### config.mk
export PLATFORM = sky130hd
export DESIGN_NAME = mos_regs
export DESIGN_NICKNAME = d
export VERILOG_FILES = /design/src/verilog/mos_pkg.sv /design/src/verilog/mos_regs.sv
export SDC_FILE = /design/constraint.sdc
export NUM_CORES = 1
export LEC_CHECK = 0
export BUFFER_PORTS_ARGS = -buffer_cell sky130_fd_sc_hd__buf_2
export CORE_MARGIN = 1.5
export CORE_UTILIZATION = 58
export DETAILED_ROUTE_END_ITERATION = 8
export GPL_ROUTABILITY_DRIVEN = 1
export HOLD_SLACK_MARGIN = 0.05
export MAX_ROUTING_LAYER = met4
export PLACE_DENSITY = 0.81
export SLEW_MARGIN = 20
export SYNTH_ARGS = -nofsm -noshare
export SYNTH_HDL_FRONTEND = slang
export SYNTH_SLANG_ARGS = --single-unit
### constraint.sdc
create_clock -name sys_clk -period 14.51 [get_ports sys_clk]
set_clock_uncertainty 0.1 [all_clocks]
set_input_delay 0.7255 -clock sys_clk [delete_from_list [all_inputs] [get_ports sys_clk]]
set_output_delay 0.7255 -clock sys_clk [all_outputs]
set_load 0.01 [all_outputs]
### src/verilog/mos_pkg.sv
// Constants and types for the monitor overflow message and summary register bank
package mos_pkg;
    localparam int NSP = 4;
    localparam int NCSU = 4;
    localparam int NMBWU = 4;
    localparam int NRIS = 16;
    localparam int RIS_W = 4;
    localparam int AW = 12;
    localparam logic [1:0] SP_SECURE = 2'h0;
    localparam logic [1:0] SP_NONSEC = 2'h1;
    localparam logic [1:0] SP_ROOT = 2'h2;
    localparam logic [1:0] SP_REALM = 2'h3;
    localparam logic [AW-1:0] OFS_LABEL = 12'h8dc;
    localparam logic [AW-1:0] OFS_PAYLOAD = 12'h8e8;
    localparam logic [AW-1:0] OFS_SUMMARY = 12'h8f0;
    localparam int LBL_PMG_LSB = 16;
    localparam int LBL_PMG_MSB = 23;
    localparam int LBL_PART_MSB = 15;
    localparam int SUM_CSU_BIT = 31;
    localparam int SUM_MBWU_BIT = 30;
    localparam logic [31:0] LABEL_MASK = 32'h00ff_ffff;
    localparam logic [31:0] LABEL_RST = 32'h0000_0000;
    localparam logic [31:0] PAYLOAD_RST = 32'h0000_0000;
    localparam logic [31:0] ZERO_WORD = 32'h0000_0000;
    typedef enum logic [0:0] {MOS_IDLE, MOS_SEND} mos_state_t;
endpackage

### src/verilog/mos_regs.sv
// Monitor overflow message payload, label and summary registers, four security copies
//
// Overview of operation
// - Each state holds a full 32-bit payload word used as message data.
// - Four separate copies, one per security state, reached only via own page.
// - Payload decoded at 0x8e8, read-write in Secure and Non-secure pages.
// - Root and Realm copies are read-write only with realm management present.
// - Label register exists only with revision 1.1 and message support; else RAZ/WI.
// - Payload and label are implemented together whenever revision 1.1 and messages are supported.
// - Label register per state at 0x8dc, 32 bits, read-write.
// - Performance group in bits 23:16; bits 31:24 read zero; reset value undefined (reset here loads zero).
// - Partition label in bits 15:0; reset value undefined until written (reset here loads zero).
// - Secure copy labels Secure partitions, Non-secure copy Non-secure ones.
// - Read-only summary exists only with summary support; else reads zero.
// - Each state's summary covers only its own monitors.
// - Bit 31 set while any cache usage monitor has overflow set.
// - Bit 30 set while any bandwidth monitor has overflow or long overflow.
// - Bit r set when any monitor in instance r has an overflow flag.
// - Bit r is zero when instance r has no overflow flagged.
// - Message enable sends messages and suppresses wired interrupt; clear sends none.
// - Summary decoded at 0x8f0, read-only; in Root and Realm pages only with realm management.
`timescale 1ns/10ps
module mos_regs
    import mos_pkg::*;
(
    input wire logic sys_clk,
    input wire logic sys_rst,
    input wire logic cap_rev11,
    input wire logic cap_msg_supported,
    input wire logic cap_summary_supported,
    input wire logic cap_realm_mgmt,
    input wire logic reg_req,
    input wire logic reg_wr,
    input wire logic [1:0] reg_space,
    input wire logic [AW-1:0] reg_addr,
    input wire logic [31:0] reg_wdata,
    output logic reg_ack,
    output logic [31:0] reg_rdata,
    input wire logic [NSP-1:0] overflow_message_enable,
    input wire logic [NSP*NCSU-1:0] cache_usage_overflow_flag,
    input wire logic [NSP*NCSU*RIS_W-1:0] cache_usage_instance,
    input wire logic [NSP*NMBWU-1:0] bandwidth_overflow_flag,
    input wire logic [NSP*NMBWU-1:0] bandwidth_long_overflow_flag,
    input wire logic [NSP*NMBWU*RIS_W-1:0] bandwidth_instance,
    output logic msg_valid,
    input wire logic msg_ready,
    output logic [1:0] msg_space,
    output logic [31:0] msg_data,
    output logic [LBL_PART_MSB:0] msg_partition_label,
    output logic [LBL_PMG_MSB-LBL_PMG_LSB:0] msg_perf_group_label,
    output logic [NSP-1:0] wired_overflow_irq
);

    ////////////////////////////////////////////////////////////////////////////
    // One-hot decode of a resource instance number, gated by its flag
    function automatic logic [NRIS-1:0] ris_hot(input logic [RIS_W-1:0] resource_instance_select, input logic flag);
        logic [NRIS-1:0] v;
        v = '0;
        v[resource_instance_select] = flag;
        return v;
    endfunction

    // Straps are pins: two flops before use, never loaded by the asynchronous reset
    logic rev11_m, msg_sup_m, sum_sup_m, realm_m;
    logic rev11_r, msg_sup_r, sum_sup_r, realm_r;
    always_ff @(posedge sys_clk) begin
        rev11_m <= cap_rev11;
        msg_sup_m <= cap_msg_supported;
        sum_sup_m <= cap_summary_supported;
        realm_m <= cap_realm_mgmt;
        rev11_r <= rev11_m;
        msg_sup_r <= msg_sup_m;
        sum_sup_r <= sum_sup_m;
        realm_r <= realm_m;
    end

    logic msg_regs_present;
    assign msg_regs_present = rev11_r & msg_sup_r;

    ////////////////////////////////////////////////////////////////////////////
    // Summary and new-overflow detection per security state
    logic [31:0] summary_nxt [NSP];
    logic [NSP-1:0] any_flag;
    genvar gs, gm;
    generate
        for (gs = 0; gs < NSP; gs++) begin : g_sp
            logic [NRIS-1:0] csu_ris [NCSU+1];
            logic [NRIS-1:0] bw_ris [NMBWU+1];
            logic csu_any, bw_any;
            assign csu_ris[0] = '0;
            assign bw_ris[0] = '0;
            for (gm = 0; gm < NCSU; gm++) begin : g_csu
                assign csu_ris[gm+1] = csu_ris[gm] | ris_hot(
                    cache_usage_instance[(gs*NCSU+gm)*RIS_W +: RIS_W],
                    cache_usage_overflow_flag[gs*NCSU+gm]);
            end
            for (gm = 0; gm < NMBWU; gm++) begin : g_bw
                assign bw_ris[gm+1] = bw_ris[gm] | ris_hot(
                    bandwidth_instance[(gs*NMBWU+gm)*RIS_W +: RIS_W],
                    bandwidth_overflow_flag[gs*NMBWU+gm] | bandwidth_long_overflow_flag[gs*NMBWU+gm]);
            end
            assign csu_any = |cache_usage_overflow_flag[gs*NCSU +: NCSU];
            assign bw_any = |(bandwidth_overflow_flag[gs*NMBWU +: NMBWU]
                | bandwidth_long_overflow_flag[gs*NMBWU +: NMBWU]);
            always_comb begin
                summary_nxt[gs] = ZERO_WORD;
                summary_nxt[gs][SUM_CSU_BIT] = csu_any;
                summary_nxt[gs][SUM_MBWU_BIT] = bw_any;
                summary_nxt[gs][NRIS-1:0] = csu_ris[NCSU] | bw_ris[NMBWU];
            end
            assign any_flag[gs] = csu_any | bw_any;
        end
    endgenerate

    logic [31:0] summary_r [NSP];
    logic [NSP-1:0] flag_prev_r;
    always_ff @(posedge sys_clk or posedge sys_rst) begin
        if (sys_rst) begin
            for (int i = 0; i < NSP; i++) begin
                summary_r[i] <= ZERO_WORD;
            end
            flag_prev_r <= '0;
        end else begin
            for (int i = 0; i < NSP; i++) begin
                summary_r[i] <= summary_nxt[i];
            end
            flag_prev_r <= any_flag;
        end
    end

    ////////////////////////////////////////////////////////////////////////////
    // Register access; each page reaches only its own copy
    logic [31:0] label_r [NSP];
    logic [31:0] payload_r [NSP];
    logic [31:0] label_nxt [NSP];
    logic [31:0] payload_nxt [NSP];
    logic ack_nxt;
    logic [31:0] rdata_nxt;
    logic page_ok;

    always_comb begin
        page_ok = (reg_space == SP_SECURE) || (reg_space == SP_NONSEC) || realm_r;
        for (int i = 0; i < NSP; i++) begin
            label_nxt[i] = label_r[i];
            payload_nxt[i] = payload_r[i];
        end
        ack_nxt = reg_req;
        rdata_nxt = ZERO_WORD;
        if (reg_req && page_ok) begin
            if (reg_addr == OFS_LABEL && msg_regs_present) begin
                if (reg_wr) begin
                    label_nxt[reg_space] = reg_wdata & LABEL_MASK;
                end else begin
                    rdata_nxt = label_r[reg_space];
                end
            end else if (reg_addr == OFS_PAYLOAD && msg_regs_present) begin
                if (reg_wr) begin
                    payload_nxt[reg_space] = reg_wdata;
                end else begin
                    rdata_nxt = payload_r[reg_space];
                end
            end else if (reg_addr == OFS_SUMMARY && sum_sup_r) begin
                if (!reg_wr) begin
                    rdata_nxt = summary_r[reg_space];
                end
            end
        end
    end

    // Label fields come up undefined by definition; a zero reset keeps simulation clean
    always_ff @(posedge sys_clk or posedge sys_rst) begin
        if (sys_rst) begin
            for (int i = 0; i < NSP; i++) begin
                label_r[i] <= LABEL_RST;
                payload_r[i] <= PAYLOAD_RST;
            end
            reg_ack <= 1'b0;
            reg_rdata <= ZERO_WORD;
        end else begin
            for (int i = 0; i < NSP; i++) begin
                label_r[i] <= label_nxt[i];
                payload_r[i] <= payload_nxt[i];
            end
            reg_ack <= ack_nxt;
            reg_rdata <= rdata_nxt;
        end
    end

    ////////////////////////////////////////////////////////////////////////////
    // Message writes: a new overflow in an enabled state raises a request
    logic [NSP-1:0] pend_r, pend_nxt, new_ovf;
    mos_state_t state_r, state_nxt;
    logic [1:0] sel;
    logic msg_valid_nxt;
    logic [1:0] msg_space_nxt;
    logic [31:0] msg_data_nxt;
    logic [LBL_PART_MSB:0] msg_part_nxt;
    logic [LBL_PMG_MSB-LBL_PMG_LSB:0] msg_pmg_nxt;
    logic [NSP-1:0] irq_nxt;

    assign new_ovf = any_flag & ~flag_prev_r & overflow_message_enable & {NSP{msg_regs_present}};

    always_comb begin
        sel = SP_SECURE;
        for (int i = NSP - 1; i >= 0; i--) begin
            if (pend_r[i]) begin
                sel = 2'(i);
            end
        end
        state_nxt = state_r;
        pend_nxt = pend_r;
        msg_valid_nxt = msg_valid;
        msg_space_nxt = msg_space;
        msg_data_nxt = msg_data;
        msg_part_nxt = msg_partition_label;
        msg_pmg_nxt = msg_perf_group_label;
        case (state_r)
            MOS_IDLE: begin
                if (|pend_r) begin
                    state_nxt = MOS_SEND;
                    pend_nxt[sel] = 1'b0;
                    msg_valid_nxt = 1'b1;
                    msg_space_nxt = sel;
                    msg_data_nxt = payload_r[sel];
                    msg_part_nxt = label_r[sel][LBL_PART_MSB:0];
                    msg_pmg_nxt = label_r[sel][LBL_PMG_MSB:LBL_PMG_LSB];
                end
            end
            MOS_SEND: begin
                if (msg_ready) begin
                    state_nxt = MOS_IDLE;
                    msg_valid_nxt = 1'b0;
                end
            end
            default: state_nxt = MOS_IDLE;
        endcase
        // A fresh overflow wins over the clear of its own request
        pend_nxt = pend_nxt | new_ovf;
        irq_nxt = any_flag & ~overflow_message_enable;
    end

    always_ff @(posedge sys_clk or posedge sys_rst) begin
        if (sys_rst) begin
            state_r <= MOS_IDLE;
            pend_r <= '0;
            msg_valid <= 1'b0;
            msg_space <= SP_SECURE;
            msg_data <= ZERO_WORD;
            msg_partition_label <= '0;
            msg_perf_group_label <= '0;
            wired_overflow_irq <= '0;
        end else begin
            state_r <= state_nxt;
            pend_r <= pend_nxt;
            msg_valid <= msg_valid_nxt;
            msg_space <= msg_space_nxt;
            msg_data <= msg_data_nxt;
            msg_partition_label <= msg_part_nxt;
            msg_perf_group_label <= msg_pmg_nxt;
            wired_overflow_irq <= irq_nxt;
        end
    end
endmodule // mos_regs
* Word level (Yosys, flattened, before mapping)
Cells that the tools add are included.
** Word-level totals
- Register bits after elaboration :: 441
- Input port bits :: 235
- Logic and storage cells :: 362
** Operators by class
- Order comparisons :: 69
- Eq/ne operators :: 6
- Multiplexer cells :: 104
- Bitwise logic cells :: 98
- Reduce and logical (&&, ||, !) cells :: 54
** Operators with widths (number)
- $and A16 B16 Y16 :: 32
- $mux W32 :: 16
- $or A16 B16 Y16 :: 28
- $bmux W32 S2 :: 5
- $bwmux W128 :: 2
- $lt A4 B5 Y1 const B :: 32
- $demux W1 S4 :: 32
- $ge A4 B1 Y1 const B :: 32
- $demux W32 S2 :: 1
- $mux W24 :: 2
- $logic_and A1 B1 Y1 :: 38
- $mux W1 :: 37
- $eq A12 B12 Y1 const B :: 3
- $reduce_or A4 Y1 :: 9
- $and A4 B4 Y4 :: 5
- $or A1 B1 Y1 :: 20
- $or A4 B4 Y4 :: 5
- $not A4 Y4 :: 3
- $mux W2 :: 4
- $mux W4 :: 2
- $ge A3 B3 Y1 const B :: 2
- $not A2 Y3 :: 2
- $ne A2 B2 Y1 const B :: 2
- $pmux W1 S2 :: 2
- 12 further kinds :: 15

* Logic depth before layout (Yosys ltp)
- Word-level depth :: 13
- Mapped depth :: 7
- Mapped depth without buffers :: 4

* Worst setup path after synthesis
Ideal clock, no wire load.
- Kind :: input-to-reg
- Start point :: input reg_addr[9]
- End point :: register label_r[32] in the netlist's numbering
- Setup time :: 0.128 ns
- Arrival :: 2.977 ns
- Required time :: 14.282 ns
- Setup slack :: 11.306 ns
- Stages on the path :: 7
- Cells stage by stage :: or4b_1 > buf_2 > or4_1 > buf_2 > nor4_4 > buf_4 > mux2_1
** On the way
- Word-level cells in the longest chain between the ends :: 3
** Ends and longest elaborated chain
- start, declared :: line mos_regs.sv:35 : input wire logic [AW-1:0] reg_addr,
- $eq A12 B12 Y1 :: line mos_regs.sv:150 : if (reg_addr == OFS_LABEL && msg_regs_present) begin
- $logic_and A1 B1 Y1 :: line mos_regs.sv:150
- $reduce_and A3 Y1 (no line)
- end signal, assigned by index :: line mos_regs.sv:181 : label_r[i] <= label_nxt[i];
- end, declared :: line mos_regs.sv:133 : logic [31:0] label_r [NSP];
No other way between the ends.
A chain may end at the register's enable or synchronous reset.

* Worst setup path after layout
- Start point :: input reg_addr[9]
- End point :: register payload_r[31] in the netlist's numbering
** On the way
- Word-level cells in the longest chain between the ends :: 4
- Elaborated cells between the ends (all ways) :: 6
- Classes of those cells :: eq/ne: 2; bitwise: 1; reduce/logical: 3
** Ends and longest elaborated chain
- $eq A12 B12 Y1 :: line mos_regs.sv:150
- $logic_and A1 B1 Y1 :: line mos_regs.sv:150
- $not A1 Y1 (no line)
- $reduce_and A4 Y1 (no line) (*)
- end signal, assigned by index :: line mos_regs.sv:182 : payload_r[i] <= payload_nxt[i];
- end, declared :: line mos_regs.sv:134 : logic [31:0] payload_r [NSP];
Every way passes the cells marked *; elsewhere a longest branch is shown, timed or not.

==> results.toml <==
[run_status]
outcome = "complete, no violations"

[cts]
cts_htree_levels = 2
post-cts-setup-buffers = 0
cts_buffer_depth = 3
cts-buffers-inserted = 38
clk_pin_slew_ps = 60
cts_root_buf = "clkbuf_16"
cts_tree = "built"
cts_hold_buf = 0
cts.repair.resized = 0
clk_latency_ps = 540
cts_sinks = 409

[pwr]
power_density_mw_per_mm2 = 94.9
internal_power_mw = 1.82
p_leak_nw = 12.5
max-vdd-ir-drop_v = 0.0000703
p_clk_frac = 0.403
switching_share = 0.251
p_comb_frac = 0.110
p_sw_uw = 609
total_power_mw = 2.43
p_seq_frac = 0.487

[floorplanning]
io_pins = 331
die_x_um = 199
chipHeight_um = 199
rows = 71
coreArea_mm2 = 0.0378
die_area_mm2 = 0.0396
initial_core_util = 0.590

[routing]
wl_per_cell_um = 26.3
drc = 0
drt-pass1-iter-count = 6
wl_um = 71600
viasPerCell = 6.82
vias = 18500
drtIter0Drc = 1869
ant_nets = 0

[global_routing]
grt-ovfl-total = 0
grt_max_degree = 109
antenna_found_initial = 3
grt_pass1_wl_um = 108000
first_global_vias = 17800
grt.total_usage = 0.370

[place]
port_buffers = 330
dp_hpwl_um = 50600
dpl_cell_area_mm2 = 0.0243
gp_congestion = 0.998

[worst_setup_path]
reg2reg_from = "rev11_r$_DFF_P_"
cp-start-kind = "input port"
critical_path_peak_fanout = 20
cp_cell_sequence = "buf_2, or4b_1, or4_4, or4_2, buf_4, mux2_1"
critPathKind = "in2reg"
rr_worst_depth = 5
r2r_slack_ps = 11440
required_ps = 14820
crit_end = "payload_r[31]$_DFFE_PP0P_"
crit_start = "reg_addr[9]"
rr_endpoint = "payload_r[31]$_DFFE_PP0P_"
critPathMaxStageDelay_ps = 920
crit_slowest_cell = "or4_2"
cp_data_arrival_time_ps = 3820
crit_path_end_kind = "register"

[synthesis]
syn_inst = 1885
synth-edff-count = 0
synth-seq-area-share = 0.458
syn_nets = 2120
syn_area_mm2 = 0.0223
ys_dominant_reg_cell = "dfrtp_1"
syn_area_per_cell_um2 = 11.8
yosysWarnings = 0
synth_cell_type_count = 57
ys_ff_latch = 409
synthArstFlopShare = 0.980

[finish]
area_growth_pct = 14.8
multi_input_area_mm2 = 0.0116
fin_nets = 2416
nFillCells = 2674
layout_common_cells = "dfrtp_1 (401), buf_2 (328), nand2_1 (120), mux2i_1 (112), nor2_1 (109)"
layout_commonest_cell = "dfrtp_1"
stdcell_area_mm2 = 0.0256
ff_latch_area_mm2 = 0.0102
drive_gt1_frac = 0.315

[timing]
drv_slew = 0
max_clock_freq_mhz = 285
worstMarginPinSlew_ps = 996
hold_violations = 0
fin_crit_ps = 3510
rsz0062_at_grt = "no"
max-slew-margin-rel = 0.336
setup_viol = 0
fin_crit_sh = 0.242
tns_ps = 0

[job]
maxCapViolCount = 0

[worst_hold_path]
hp-class = "in2async"
[state kept, by name (all words and copies together), names as in the netlist, 2 cells and up]
| name | flops |
|---|---|
| msg_space | 2 |
| wired_overflow_irq | 4 |
| payload_r | 128 |
| summary_r | 72 |
| reg_rdata | 32 |
| pend_r | 4 |
| label_r | 96 |
| msg_partition_label | 16 |
| msg_data | 32 |
| msg_perf_group_label | 8 |
| flag_prev_r | 4 |
[power groups by stage]
stage	Clock [mW]	Sequential [mW]	Combinational, mW
CTS	0.985	1.18	0.262
floorplan	0	1.20	0.137
global placement	0	1.20	0.261
finish	0.977	1.18	0.267
global route	1.03	1.18	0.286
detailed placement	0	1.20	0.261
[cell families (layout without fill, tap and decap cells)]
kind of cell / count (synthesis) / after routing / share of synthesized area
AO/OA/AOI/OAI: 359 / 359 / 0.121
buffers and inverters: 116 / 437 / 0.0239
flip-flops: 409 / 409 / 0.458
multiplexers: 410 / 410 / 0.254
other: 0 / 3 / 0
AND/OR/NAND/NOR: 591 / 591 / 0.143
[stage by stage]
| stage | hold WS [ps] | utilization | worst slack, ps | std cells |
|---|---|---|---|---|
| floorplan | 210 | - | 2530 | 1885 |
| global placement | 214 | 0.645 | 10500 | 2652 |
| detailed placement | 218 | 0.645 | 10470 | 2652 |
| CTS | 182 | 0.677 | 11000 | 2717 |
| global route | 181 | 0.677 | 10860 | 2720 |
| finish | 191 | 0.677 | 11000 | 2720 |
[metal layers]
layer / up-vias / global-route usage / share of wire
met3: 164 / 0.0537 / 0.089
met1: 9244 / 0.514 / 0.41
li1: 7933 / - / -
met5: - / - / 0
met4: 0 / 0.111 / 0.033
met2: 1208 / 0.567 / 0.47
[how the worst min path moves through the flow]
stage                                 start                         endpoint  cells after the start
after floorplan           msg_sup_m$_DFF_P_                msg_sup_r$_DFF_P_                      0
after global placement      realm_m$_DFF_P_                  realm_r$_DFF_P_                      0
after detailed placement  sum_sup_m$_DFF_P_                sum_sup_r$_DFF_P_                      0
after CTS                 cap_msg_supported                msg_sup_m$_DFF_P_                      1
after global routing              cap_rev11                  rev11_m$_DFF_P_                      1
final                               sys_rst  wired_overflow_irq[0]$_DFF_PP0_                      2
[worst max-delay path: cells and delay by family]
kind / cells / cell delay, ps
muxes: 1 / 380
buffers and inverters: 2 / 470
and+or+nand+nor: 3 / 2220
[final cells by class]
class / instances / area share
clock buffers: 60 / 0.0449
multi-input cells: 1360 / 0.454
clock inverters: 5 / 0.00210
well taps: 511 / 0.0250
flip-flops and latches: 409 / 0.399
inverters: 18 / 0.00294
diodes: 3 / 0.000294
repair buffers: 354 / 0.0721
[synthesized netlist by cell type (14+ instances only)]
library cell | n | area [µm²]
nand4_1 | 15 | 93.8
nor2b_1 | 61 | 382
nand2_1 | 120 | 450
mux2_2 | 88 | 991
nor3b_1 | 38 | 285
or3b_2 | 14 | 123
nor3_1 | 64 | 320
inv_1 | 18 | 67.6
clkbuf_1 | 55 | 206
buf_2 | 17 | 85.1
dfrtp_1 | 401 | 10000
nor2_1 | 109 | 409
nand3b_1 | 31 | 233
o22ai_1 | 76 | 475
mux2_1 | 46 | 518
a22oi_1 | 56 | 420
mux2i_1 | 112 | 1120
o21ai_0 | 24 | 120
a221oi_1 | 57 | 499
buf_1 | 15 | 56.3
nand2b_1 | 32 | 200
a32oi_1 | 19 | 166
mux4_2 | 74 | 1670
mux2_4 | 90 | 1350
o221ai_1 | 57 | 499
nand3_1 | 65 | 325
Power figures use the tool's default switching activity.
